$ cat src/rail_window_pkg.sv
// Constants and types for the rail window threshold bank
package rail_window_pkg;

	// ****************************************************************
	// Register map
	// ****************************************************************
	localparam logic [7:0] OFS_CH4_CUTOFF     = 8'h55;
	localparam logic [7:0] OFS_CH5_FAST_UNDER = 8'h60;
	localparam logic [7:0] OFS_CH5_FAST_OVER  = 8'h61;
	localparam logic [7:0] OFS_CH5_SLOW_UNDER = 8'h62;
	localparam logic [7:0] OFS_CH5_SLOW_OVER  = 8'h63;
	localparam logic [7:0] OFS_CH5_FAST_DEB   = 8'h64;

	localparam logic [7:0] RST_UNDER_LIMIT = 8'h00;
	localparam logic [7:0] RST_OVER_LIMIT  = 8'hFF;
	localparam logic [7:0] RST_DEBOUNCE    = 8'h00;
	localparam logic [4:0] RST_CUTOFF_RSVD = 5'h00;
	localparam logic [7:0] READ_UNMAPPED   = 8'h00;

	// ****************************************************************
	// Field layout
	// ****************************************************************
	localparam int CUTOFF_MSB    = 2;
	localparam int RSVD_LSB      = 3;
	localparam int OVER_DEB_LSB  = 4;
	localparam int UNDER_DEB_LSB = 0;
	localparam int DEB_W         = 4;

	// ****************************************************************
	// Cutoff codes and filter shifts
	// ****************************************************************
	localparam logic [2:0] CUTOFF_250HZ = 3'h2;
	localparam logic [2:0] CUTOFF_500HZ = 3'h3;
	localparam logic [2:0] CUTOFF_1KHZ  = 3'h4;
	localparam logic [2:0] CUTOFF_2KHZ  = 3'h5;
	localparam logic [2:0] CUTOFF_4KHZ  = 3'h6;
	localparam logic [2:0] RST_CUTOFF   = CUTOFF_1KHZ;

	localparam logic [2:0] SHIFT_250HZ = 3'h6;
	localparam logic [2:0] SHIFT_500HZ = 3'h5;
	localparam logic [2:0] SHIFT_1KHZ  = 3'h4;
	localparam logic [2:0] SHIFT_2KHZ  = 3'h3;
	localparam logic [2:0] SHIFT_4KHZ  = 3'h2;

	// ****************************************************************
	// Threshold scaling, millivolts
	// ****************************************************************
	localparam int MV_W = 13;
	localparam logic [MV_W-1:0] SCALE1_BASE_MV = 13'h00C8;
	localparam logic [MV_W-1:0] SCALE1_STEP_MV = 13'h0005;
	localparam logic [MV_W-1:0] SCALE4_BASE_MV = 13'h0320;
	localparam logic [MV_W-1:0] SCALE4_STEP_MV = 13'h0014;

	// ****************************************************************
	// Debounce timing
	// ****************************************************************
	localparam int CLK_PERIOD_NS = 10;
	localparam int DEB_BASE_NS   = 100;
	localparam int DEB_BASE_CYC  =
		(DEB_BASE_NS + CLK_PERIOD_NS - 1) / CLK_PERIOD_NS;
	localparam logic [3:0] DEB_LAST_CODE = 4'h9;
	localparam int DEB_SAT_EXP = 10;
	localparam int DEB_CNT_W   = 15;

	// ****************************************************************
	// Types
	// ****************************************************************
	typedef logic [MV_W-1:0] mv_t;

	typedef struct packed {
		logic fast_over;
		logic fast_under;
		logic slow_over;
		logic slow_under;
	} fault_flags_t;

endpackage : rail_window_pkg

$ cat src/rail_window_threshold_regs.sv
// Channel 4 cutoff and channel 5 window limit registers with comparators
`timescale 1ns/10ps
module rail_window_threshold_regs (
	input  wire logic                          sys_clk_i,
	input  wire logic                          rst_n_i,
	input  wire logic                          reg_wr_i,
	input  wire logic                          reg_rd_i,
	input  wire logic [7:0]                    reg_addr_i,
	input  wire logic [7:0]                    reg_wdata_i,
	output logic      [7:0]                    reg_rdata_o,
	output logic                               reg_ack_o,
	input  wire logic                          range_scale_select_i,
	input  wire logic                          ch4_sample_valid_i,
	input  wire logic [7:0]                    ch4_sample_i,
	output logic      [7:0]                    ch4_slow_filtered_o,
	output logic                               ch4_cutoff_invalid_o,
	input  wire rail_window_pkg::mv_t          ch5_fast_mv_i,
	input  wire rail_window_pkg::mv_t          ch5_slow_mv_i,
	output rail_window_pkg::fault_flags_t      ch5_fault_o
);
	import rail_window_pkg::*;

	// ****************************************************************
	// Decode helpers
	// ****************************************************************
	function automatic mv_t code_to_mv(input logic [7:0] code,
	                                   input logic scale4);
		mv_t wide;
		wide = {5'h00, code};
		if (scale4) begin
			code_to_mv = mv_t'(SCALE4_BASE_MV + wide * SCALE4_STEP_MV);
		end else begin
			code_to_mv = mv_t'(SCALE1_BASE_MV + wide * SCALE1_STEP_MV);
		end
	endfunction : code_to_mv

	function automatic logic [DEB_CNT_W-1:0] deb_cycles(input logic [3:0] c);
		logic [DEB_CNT_W-1:0] base;
		base = DEB_CNT_W'(DEB_BASE_CYC);
		if (c > DEB_LAST_CODE) begin
			deb_cycles = base << DEB_SAT_EXP;
		end else begin
			deb_cycles = base << c;
		end
	endfunction : deb_cycles

	// ****************************************************************
	// Register storage
	// ****************************************************************
	logic [4:0] cutoff_rsvd_q;
	logic [2:0] slow_path_cutoff_select_q;
	logic [7:0] fast_path_under_limit_q;
	logic [7:0] fast_path_over_limit_q;
	logic [7:0] slow_path_under_limit_q;
	logic [7:0] slow_path_over_limit_q;
	logic [7:0] fast_path_debounce_config_q;

	wire logic hit_cutoff = reg_addr_i == OFS_CH4_CUTOFF;
	wire logic hit_fu     = reg_addr_i == OFS_CH5_FAST_UNDER;
	wire logic hit_fo     = reg_addr_i == OFS_CH5_FAST_OVER;
	wire logic hit_su     = reg_addr_i == OFS_CH5_SLOW_UNDER;
	wire logic hit_so     = reg_addr_i == OFS_CH5_SLOW_OVER;
	wire logic hit_deb    = reg_addr_i == OFS_CH5_FAST_DEB;

	// ****************************************************************
	// Write strobes
	// ****************************************************************
	wire logic wr_cutoff = reg_wr_i & hit_cutoff;
	wire logic wr_fu     = reg_wr_i & hit_fu;
	wire logic wr_fo     = reg_wr_i & hit_fo;
	wire logic wr_su     = reg_wr_i & hit_su;
	wire logic wr_so     = reg_wr_i & hit_so;
	wire logic wr_deb    = reg_wr_i & hit_deb;
	wire logic bus_req   = reg_wr_i | reg_rd_i;

	always_ff @(posedge sys_clk_i or negedge rst_n_i) begin
		if (!rst_n_i) begin
			cutoff_rsvd_q               <= RST_CUTOFF_RSVD;
			slow_path_cutoff_select_q   <= RST_CUTOFF;
			fast_path_under_limit_q     <= RST_UNDER_LIMIT;
			fast_path_over_limit_q      <= RST_OVER_LIMIT;
			slow_path_under_limit_q     <= RST_UNDER_LIMIT;
			slow_path_over_limit_q      <= RST_OVER_LIMIT;
			fast_path_debounce_config_q <= RST_DEBOUNCE;
		end else begin
			// Reserved bits are kept so they read back as written
			if (wr_cutoff) begin
				cutoff_rsvd_q             <= reg_wdata_i[7:RSVD_LSB];
				slow_path_cutoff_select_q <= reg_wdata_i[CUTOFF_MSB:0];
			end
			if (wr_fu) fast_path_under_limit_q <= reg_wdata_i;
			if (wr_fo) fast_path_over_limit_q <= reg_wdata_i;
			if (wr_su) slow_path_under_limit_q <= reg_wdata_i;
			if (wr_so) slow_path_over_limit_q <= reg_wdata_i;
			if (wr_deb) fast_path_debounce_config_q <= reg_wdata_i;
		end
	end

	// ****************************************************************
	// Read path
	// ****************************************************************
	logic [7:0] rd_mux;
	always_comb begin
		rd_mux = READ_UNMAPPED;
		if (hit_cutoff) rd_mux = {cutoff_rsvd_q, slow_path_cutoff_select_q};
		if (hit_fu) rd_mux = fast_path_under_limit_q;
		if (hit_fo) rd_mux = fast_path_over_limit_q;
		if (hit_su) rd_mux = slow_path_under_limit_q;
		if (hit_so) rd_mux = slow_path_over_limit_q;
		if (hit_deb) rd_mux = fast_path_debounce_config_q;
	end

	always_ff @(posedge sys_clk_i or negedge rst_n_i) begin
		if (!rst_n_i) begin
			reg_rdata_o <= READ_UNMAPPED;
			reg_ack_o   <= 1'b0;
		end else begin
			reg_ack_o <= bus_req;
			if (reg_rd_i) reg_rdata_o <= rd_mux;
		end
	end

	// ****************************************************************
	// Slow-path low-pass filter, channel 4
	// ****************************************************************
	logic [2:0] cut_shift;
	logic       cut_valid;
	always_comb begin
		cut_valid = 1'b1;
		case (slow_path_cutoff_select_q)
			CUTOFF_250HZ: cut_shift = SHIFT_250HZ;
			CUTOFF_500HZ: cut_shift = SHIFT_500HZ;
			CUTOFF_1KHZ:  cut_shift = SHIFT_1KHZ;
			CUTOFF_2KHZ:  cut_shift = SHIFT_2KHZ;
			CUTOFF_4KHZ:  cut_shift = SHIFT_4KHZ;
			default: begin
				cut_shift = SHIFT_1KHZ;
				cut_valid = 1'b0;
			end
		endcase
	end

	// Invalid codes keep the last good corner rather than a guess
	logic [2:0]  shift_q;
	logic [15:0] acc_q;
	wire logic signed [16:0] filt_diff =
		$signed({1'b0, ch4_sample_i, 8'h00}) - $signed({1'b0, acc_q});
	wire logic signed [16:0] filt_step = filt_diff >>> shift_q;
	wire logic [15:0] acc_d = acc_q + filt_step[15:0];

	always_ff @(posedge sys_clk_i or negedge rst_n_i) begin
		if (!rst_n_i) begin
			shift_q              <= SHIFT_1KHZ;
			acc_q                <= 16'h0000;
			ch4_slow_filtered_o  <= 8'h00;
			ch4_cutoff_invalid_o <= 1'b0;
		end else begin
			if (cut_valid) shift_q <= cut_shift;
			ch4_cutoff_invalid_o <= ~cut_valid;
			if (ch4_sample_valid_i) acc_q <= acc_d;
			ch4_slow_filtered_o <= acc_q[15:8];
		end
	end

	// ****************************************************************
	// Channel 5 window comparators
	// ****************************************************************
	wire mv_t fu_mv = code_to_mv(fast_path_under_limit_q, range_scale_select_i);
	wire mv_t fo_mv = code_to_mv(fast_path_over_limit_q, range_scale_select_i);
	wire mv_t su_mv = code_to_mv(slow_path_under_limit_q, range_scale_select_i);
	wire mv_t so_mv = code_to_mv(slow_path_over_limit_q, range_scale_select_i);

	// Index 0 over, index 1 under on the fast path
	wire logic [1:0] fast_raw = {ch5_fast_mv_i < fu_mv,
	                             ch5_fast_mv_i > fo_mv};
	wire logic [3:0] over_compare_settle_time =
		fast_path_debounce_config_q[OVER_DEB_LSB +: DEB_W];
	wire logic [3:0] under_compare_settle_time =
		fast_path_debounce_config_q[UNDER_DEB_LSB +: DEB_W];
	logic [DEB_CNT_W-1:0] fast_target [2];
	assign fast_target[0] = deb_cycles(over_compare_settle_time);
	assign fast_target[1] = deb_cycles(under_compare_settle_time);

	// ****************************************************************
	// Fast-path debounce, one counter per comparator
	// ****************************************************************
	logic [1:0] fast_flag;
	genvar gi;
	generate
		for (gi = 0; gi < 2; gi++) begin : g_fast_deb
			logic [DEB_CNT_W-1:0] cnt_q;
			logic                 flag_q;
			wire logic differs = fast_raw[gi] != flag_q;
			wire logic settled = cnt_q + 1'b1 >= fast_target[gi];
			assign fast_flag[gi] = flag_q;
			always_ff @(posedge sys_clk_i or negedge rst_n_i) begin
				if (!rst_n_i) begin
					cnt_q  <= '0;
					flag_q <= 1'b0;
				end else if (!differs) begin
					cnt_q <= '0;
				end else if (settled) begin
					cnt_q  <= '0;
					flag_q <= fast_raw[gi];
				end else begin
					cnt_q <= cnt_q + 1'b1;
				end
			end
		end
	endgenerate

	// ****************************************************************
	// Fault outputs
	// ****************************************************************
	always_ff @(posedge sys_clk_i or negedge rst_n_i) begin
		if (!rst_n_i) begin
			ch5_fault_o <= '0;
		end else begin
			ch5_fault_o.fast_over  <= fast_flag[0];
			ch5_fault_o.fast_under <= fast_flag[1];
			ch5_fault_o.slow_over  <= ch5_slow_mv_i > so_mv;
			ch5_fault_o.slow_under <= ch5_slow_mv_i < su_mv;
		end
	end

endmodule : rail_window_threshold_regs

$ cat config.mk
export PLATFORM = sky130hd
export DESIGN_NAME = rail_window_threshold_regs
export DESIGN_NICKNAME = d
export VERILOG_FILES = /design/src/rail_window_pkg.sv /design/src/rail_window_threshold_regs.sv
export SDC_FILE = /design/constraint.sdc
export NUM_CORES = 1
export LEC_CHECK = 0
export BUFFER_PORTS_ARGS = -buffer_cell sky130_fd_sc_hd__buf_2
export CAP_MARGIN = 20
export CORE_MARGIN = 2
export CORE_UTILIZATION = 33
export CTS_CLUSTER_SIZE = 8
export DETAILED_ROUTE_END_ITERATION = 7
export PLACE_DENSITY = 0.51
export SLEW_MARGIN = 10
export SYNTH_ARGS = -nofsm -noshare
export SYNTH_HDL_FRONTEND = slang
export SYNTH_SLANG_ARGS = --single-unit
$ cat constraint.sdc
create_clock -name sys_clk_i -period 9 [get_ports sys_clk_i]
set_clock_uncertainty 0.1 [all_clocks]
set_input_delay 2.25 -clock sys_clk_i [delete_from_list [all_inputs] [get_ports sys_clk_i]]
set_output_delay 2.25 -clock sys_clk_i [all_outputs]
set_load 0.02 [all_outputs]
# [Word-level counts from Yosys, hierarchy flattened]
# Cells that the tools add are included.
[totals] ff_bits=121 out_inout_bits=22
[op_classes] addsub=12 multipliers=8 order_cmp=8 eq_ne=13 n_shift=3 muxes=18 bitwise_logic=8 reduce_logical=3
[op_table] op="$mux W15" count=6
[op_table] op="$mul A8 B3 Y11 const B" count=8
[op_table] op="$add A10 B13 Y13 const A" count=4
[op_table] op="$mux W13" count=4
[op_table] op="$add A8 B11 Y12 const A" count=4
[op_table] op="$eq A8 B7 Y1 const B" count=6
[op_table] op="$mux W8" count=6
[op_table] op="$add A15 B1 Y15 const B" count=2
[op_table] op="$ge A15 B15 Y1" count=2
[op_table] op="$shl A4 B4 Y15 const A" count=2
[op_table] op="$gt A13 B13 Y1" count=2
[op_table] op="$lt A13 B13 Y1" count=2
[op_table] op="$sshr A17 B3 Y16" count=1
[op_table] op="$sub A16 B16 Y17" count=1
[op_table] op="$add A16 B16 Y16" count=1
[op_table] op="$pmux W3 S4" count=1
[op_table] op="$eq A3 B3 Y1 const B" count=3
[op_table] op="$gt A4 B4 Y1 const B" count=2
[op_table] op="$and A1 B1 Y1" count=6
[op_table] op="$eq A3 B2 Y1 const B" count=2
[op_table] op="$reduce_or A5 Y1" count=1
[op_table] op="$reduce_and A2 Y1" count=2
[op_table] op="$ne A1 B1 Y1" count=2
[op_table] op="$mux W1" count=1
[op_table] op="2 further kinds" count=2

# [Depth between registers and ports, before layout]
[logic_depth] depth_word=7 mapped_depth=22 ltp_nobuf=21

# [Worst setup path after synthesis]
# No wires, ideal clock.
[synth_timing] kind="input to register" from="input port ch4_sample_i[0]" to="register acc_q[15]" setup_ps=127 t_arrival_ps=5472 t_required_ps=8773 setup_slack_ps=3301 cell_stages=17 path_cell_list="ha_1 nor4b_4 a2111oi_4 o31ai_1 xor2_1 and2_1 a211oi_1 a21oi_1 mux2_2 ha_1 or3_1 o21ai_0 a211o_1 nand3_1 and2_1 o2111ai_1 o21ai_1"
[synth_between] elab_chain_len=3
[synth_rtl] element="from (decl)" line_no="rail_window_threshold_regs.sv:14" text="input wire logic [7:0] ch4_sample_i,"
[synth_rtl] element="$sub A16 B16 Y17" line_no="rail_window_threshold_regs.sv:147" text="$signed({1'b0, ch4_sample_i, 8'h00}) - $signed({1'b0, acc_q});"
[synth_rtl] element="$sshr A17 B3 Y16" line_no="rail_window_threshold_regs.sv:148" text="wire logic signed [16:0] filt_step = filt_diff >>> shift_q;"
[synth_rtl] element="$add A16 B16 Y16" line_no="rail_window_threshold_regs.sv:149" text="wire logic [15:0] acc_d = acc_q + filt_step[15:0];"
[synth_rtl] element="to (signal assigned)" line_no="rail_window_threshold_regs.sv:154" text="acc_q <= 16'h0000;"
[synth_rtl] element="to (signal assigned)" line_no="rail_window_threshold_regs.sv:160" text="if (ch4_sample_valid_i) acc_q <= acc_d;"
[synth_rtl] element="to (decl)" line_no="rail_window_threshold_regs.sv:145" text="logic [15:0] acc_q;"
# No other way between the ends.
# A chain may end at the register's enable or synchronous reset.

# [Worst setup path after layout]
# Same ends and word-level chain as after synthesis.

==> results_dict.tcl <==
set metrics [dict create \
    yosysTopAreaCell "dfrtp_1" \
    vias 9672 \
    place.gp.congestion 0.8128 \
    arrival_ns 6.05 \
    slew-limit-headroom_pct 35.43 \
    whs_path_depth 0 \
    viasPerCell 5.128 \
    busiest_layer "met2" \
    worst_slew_pin_slew_ns 0.9686 \
    synth_area_um2 12180 \
    grt_max_degree 63 \
    drive_gt1_share_pct 14.82 \
    drt_iter0_drc 424 \
    post_drt_wl_per_cell_um 15.64 \
    cts_tree "yes" \
    cts_resized 0 \
    port_buffers 77 \
    instances_no_fill 1886 \
    clockRootBuffer "clkbuf_16" \
    worstReg2RegEnd "acc_q[14]$_DFFE_PN0P_" \
    antenna_found_initial 1 \
    holdPathEnd "ch4_slow_filtered_o[5]$_DFF_PN0_" \
    cts_buffers 17 \
    io_pins 78 \
    placed_area_um2 13030 \
    worst-r2r-setup-slack_ns 4.28 \
    syn_area_per_cell_um2 9.071 \
    initial_utilization_pct 33.35 \
    r2r_start "shift_q[0]$_DFFE_PN0N_" \
    h-tree-depth 4 \
    die_x_um 196.1 \
    crit_path_end_kind "flip-flop" \
    rsz0062_at_grt "false" \
    cts.clk_slew.worst_paths_ns 0.06 \
    gr-usage-met3_pct 2.029 \
    fin_crit_sh_pct 64.89 \
    syn_inst 1343 \
    hold_viol 0 \
    die_h_um 196.1 \
    postCtsSetupBuffers 0 \
    post-place-cells 1853 \
    yosys_most_used_dff "dfrtp_1" \
    clock_path_buffers 2 \
    layout_min_cycle_time_ns 5.840 \
    required_ns 9.21 \
    synth-edff-count 0 \
    met1_usage_pct 21.43 \
    p_leak_nw 6.376 \
    grt_use_met2_pct 27.07 \
    power.density_nw_per_um2 271.3 \
    design_area_um2 13610 \
    status "complete, no violations" \
    grt_pass1_wl_mm 48.98 \
    drc_errors 0 \
    min_path_type "reg -> reg" \
    fin_util_pct 37.26 \
    num_rows 70 \
    r2r_cells 15 \
    tns_ns 0 \
    irDropWorstVdd_mv 0.1422 \
    clock-sinks 121 \
    fmax_mhz 171.2 \
    setup-violations-final 0 \
    drv_slew 0 \
    synth_compound_area_share_pct 15.11 \
    fp.coreArea_um2 36520 \
    yosysTopAreaCellShare_pct 21.16 \
    ys_types 73 \
    worstHoldStart "acc_q[13]$_DFFE_PN0P_" \
    die-area_um2 38470 \
    grt_pass1_vias 9638 \
    yosys.area_share.simple_pct 16.84 \
    synthArstFlopShare_pct 100.0 \
    hpwl_mm 23.64 \
    cap_violations 0 \
    grt_usage_pct 15.86 \
    nets 1669 \
    fin_hold_ws_ns 0.3046 \
    ant_nets 0 \
    area_growth_pct 11.70 \
    worstPathMaxFanout 5 \
    finalWirelength_mm 29.51 \
    yosys-mux-area-fraction_pct 8.700 \
    worstSetupStartpointType "input pin" \
    overflow 0 \
    cts-hold-fix-buffers 0 \
    drtPass1Iterations 5 \
    yosys_warnings 0 \
    synth_seq_cells 121 \
    synth_xor_area_share_pct 7.477 \
    criticalPathCategory "in -> reg" \
    synth_area_leaders "dfrtp_1 (21%), ha_1 (20%), xnor2_1 (5.4%), dfstp_2 (3.9%), mux2_2 (3.7%)" \
    yosysSeqAreaShare_pct 25.04 \
    synthAdderAreaFrac_pct 22.72 \
    synth_top_family_by_area "adder cells" \
    clkLatencyLatePin_ns 0.43 \
]
-- cells by family after synthesis --
family / Yosys count
flops: 121
xor+xnor: 104
simple gates: 389
buf+inv: 127
mux: 94
compound gates: 297
fa+ha+maj: 210
other cells: 1
-- state kept, by name, summed over array words and instances (netlist names) --
signal                       count
acc_q                           16
ch4_cutoff_invalid_o             1
ch4_slow_filtered_o              8
ch5_fault_o                      4
cutoff_rsvd_q                    5
fast_path_debounce_config_q      8
fast_path_over_limit_q           8
fast_path_under_limit_q          8
g_fast_deb.cnt_q                30
g_fast_deb.flag_q                2
reg_ack_o                        1
reg_rdata_o                      8
shift_q                          3
slow_path_cutoff_select_q        3
slow_path_over_limit_q           8
slow_path_under_limit_q          8
-- where the power goes --
part	leakage, nW	switching [W]	internal, W
combinational	4.60	0.00119	0.000997
sequential	1.50	0.000165	0.000657
clock	0.274	0.000251	0.000428
-- cell usage in the layout (no fill, tap or decap), drive strengths merged, types with 44 or more instances in the layout --
cell type | Yosys | layout
mux2 | 48 | 48
ha | 190 | 190
nor2 | 87 | 87
xnor2 | 75 | 75
inv | 85 | 85
buf | 10 | 82
mux2i | 44 | 44
o21ai | 84 | 84
dfrtp | 103 | 103
a21oi | 86 | 86
nand2 | 99 | 99
-- final cells by class --
class | instances | area, um2
clock inverters | 7 | 92.59
diodes | 1 | 2.502
inverters | 86 | 322.8
flip-flops and latches | 121 | 3050
clock buffers | 25 | 485.5
fillers | 3733 | 22920
repair buffers | 82 | 429.2
well taps | 468 | 585.6
multi-input cells | 1096 | 8638
-- worst max-delay path by stage --
stage / cells past startpoint / end / startpoint
finish: 18 / acc_q[15]$_DFFE_PN0P_ / ch4_sample_i[0]
floorplan: 17 / acc_q[15]$_DFFE_PN0P_ / ch4_sample_i[0]
global placement: 18 / acc_q[15]$_DFFE_PN0P_ / ch4_sample_i[0]
CTS: 18 / acc_q[15]$_DFFE_PN0P_ / ch4_sample_i[0]
detailed placement: 18 / acc_q[15]$_DFFE_PN0P_ / ch4_sample_i[0]
global route: 18 / acc_q[15]$_DFFE_PN0P_ / ch4_sample_i[0]
-- layer usage --
layer | routed length [um] | up-vias
met2 | 14000 | 116
met3 | 614 | 20
met1 | 14570 | 4617
met4 | 325 | 0
li1 | - | 4919
met5 | 0 | -
-- stage by stage --
| step | setup WS, ns | power (W) |
|---|---|---|
| 4_1_cts | 3.190 | 0.003726 |
| 3_5_place_dp | 2.759 | 0.003018 |
| 5_1_grt | 2.822 | 0.004054 |
| 6_report | 3.160 | 0.003692 |
| 2_1_floorplan | 3.301 | 0.002550 |
| 3_3_place_gp | 2.852 | 0.003009 |
-- cells in the mapped netlist, drive strengths merged (6+ instances only) --
cell,count
and3,11
inv,85
clkbuf,31
nand2,99
and2,8
mux2,48
o22ai,11
or3,9
dfstp,18
nand4,18
a21o,27
xnor2,75
a211oi,9
mux2i,44
o211ai,6
or2,6
a31oi,10
fa,19
nor3,34
nand2b,26
nand3,24
nor2b,27
nor3b,17
dfrtp,103
o21a,16
o21bai,15
o21ai,84
xor2,29
a221oi,8
a21oi,86
nor2,87
ha,190
or3b,6
buf,10
-- critical path, cell delays in order --
cell and delay, ns:
buf_2 0.10, ha_1 0.35, nor4b_4 0.36, nand4_1 0.19
a21oi_1 0.25, nor3_1 0.09, xnor2_1 0.19, mux2i_2 0.23
a21oi_1 0.14, mux2_2 0.32, ha_1 0.34, or3_1 0.35
o21ai_0 0.12, a211o_1 0.17, nand3_1 0.12, and2_1 0.19
o2111ai_1 0.20, o21ai_1 0.09
Note: power is estimated with default switching activity, not from simulation.
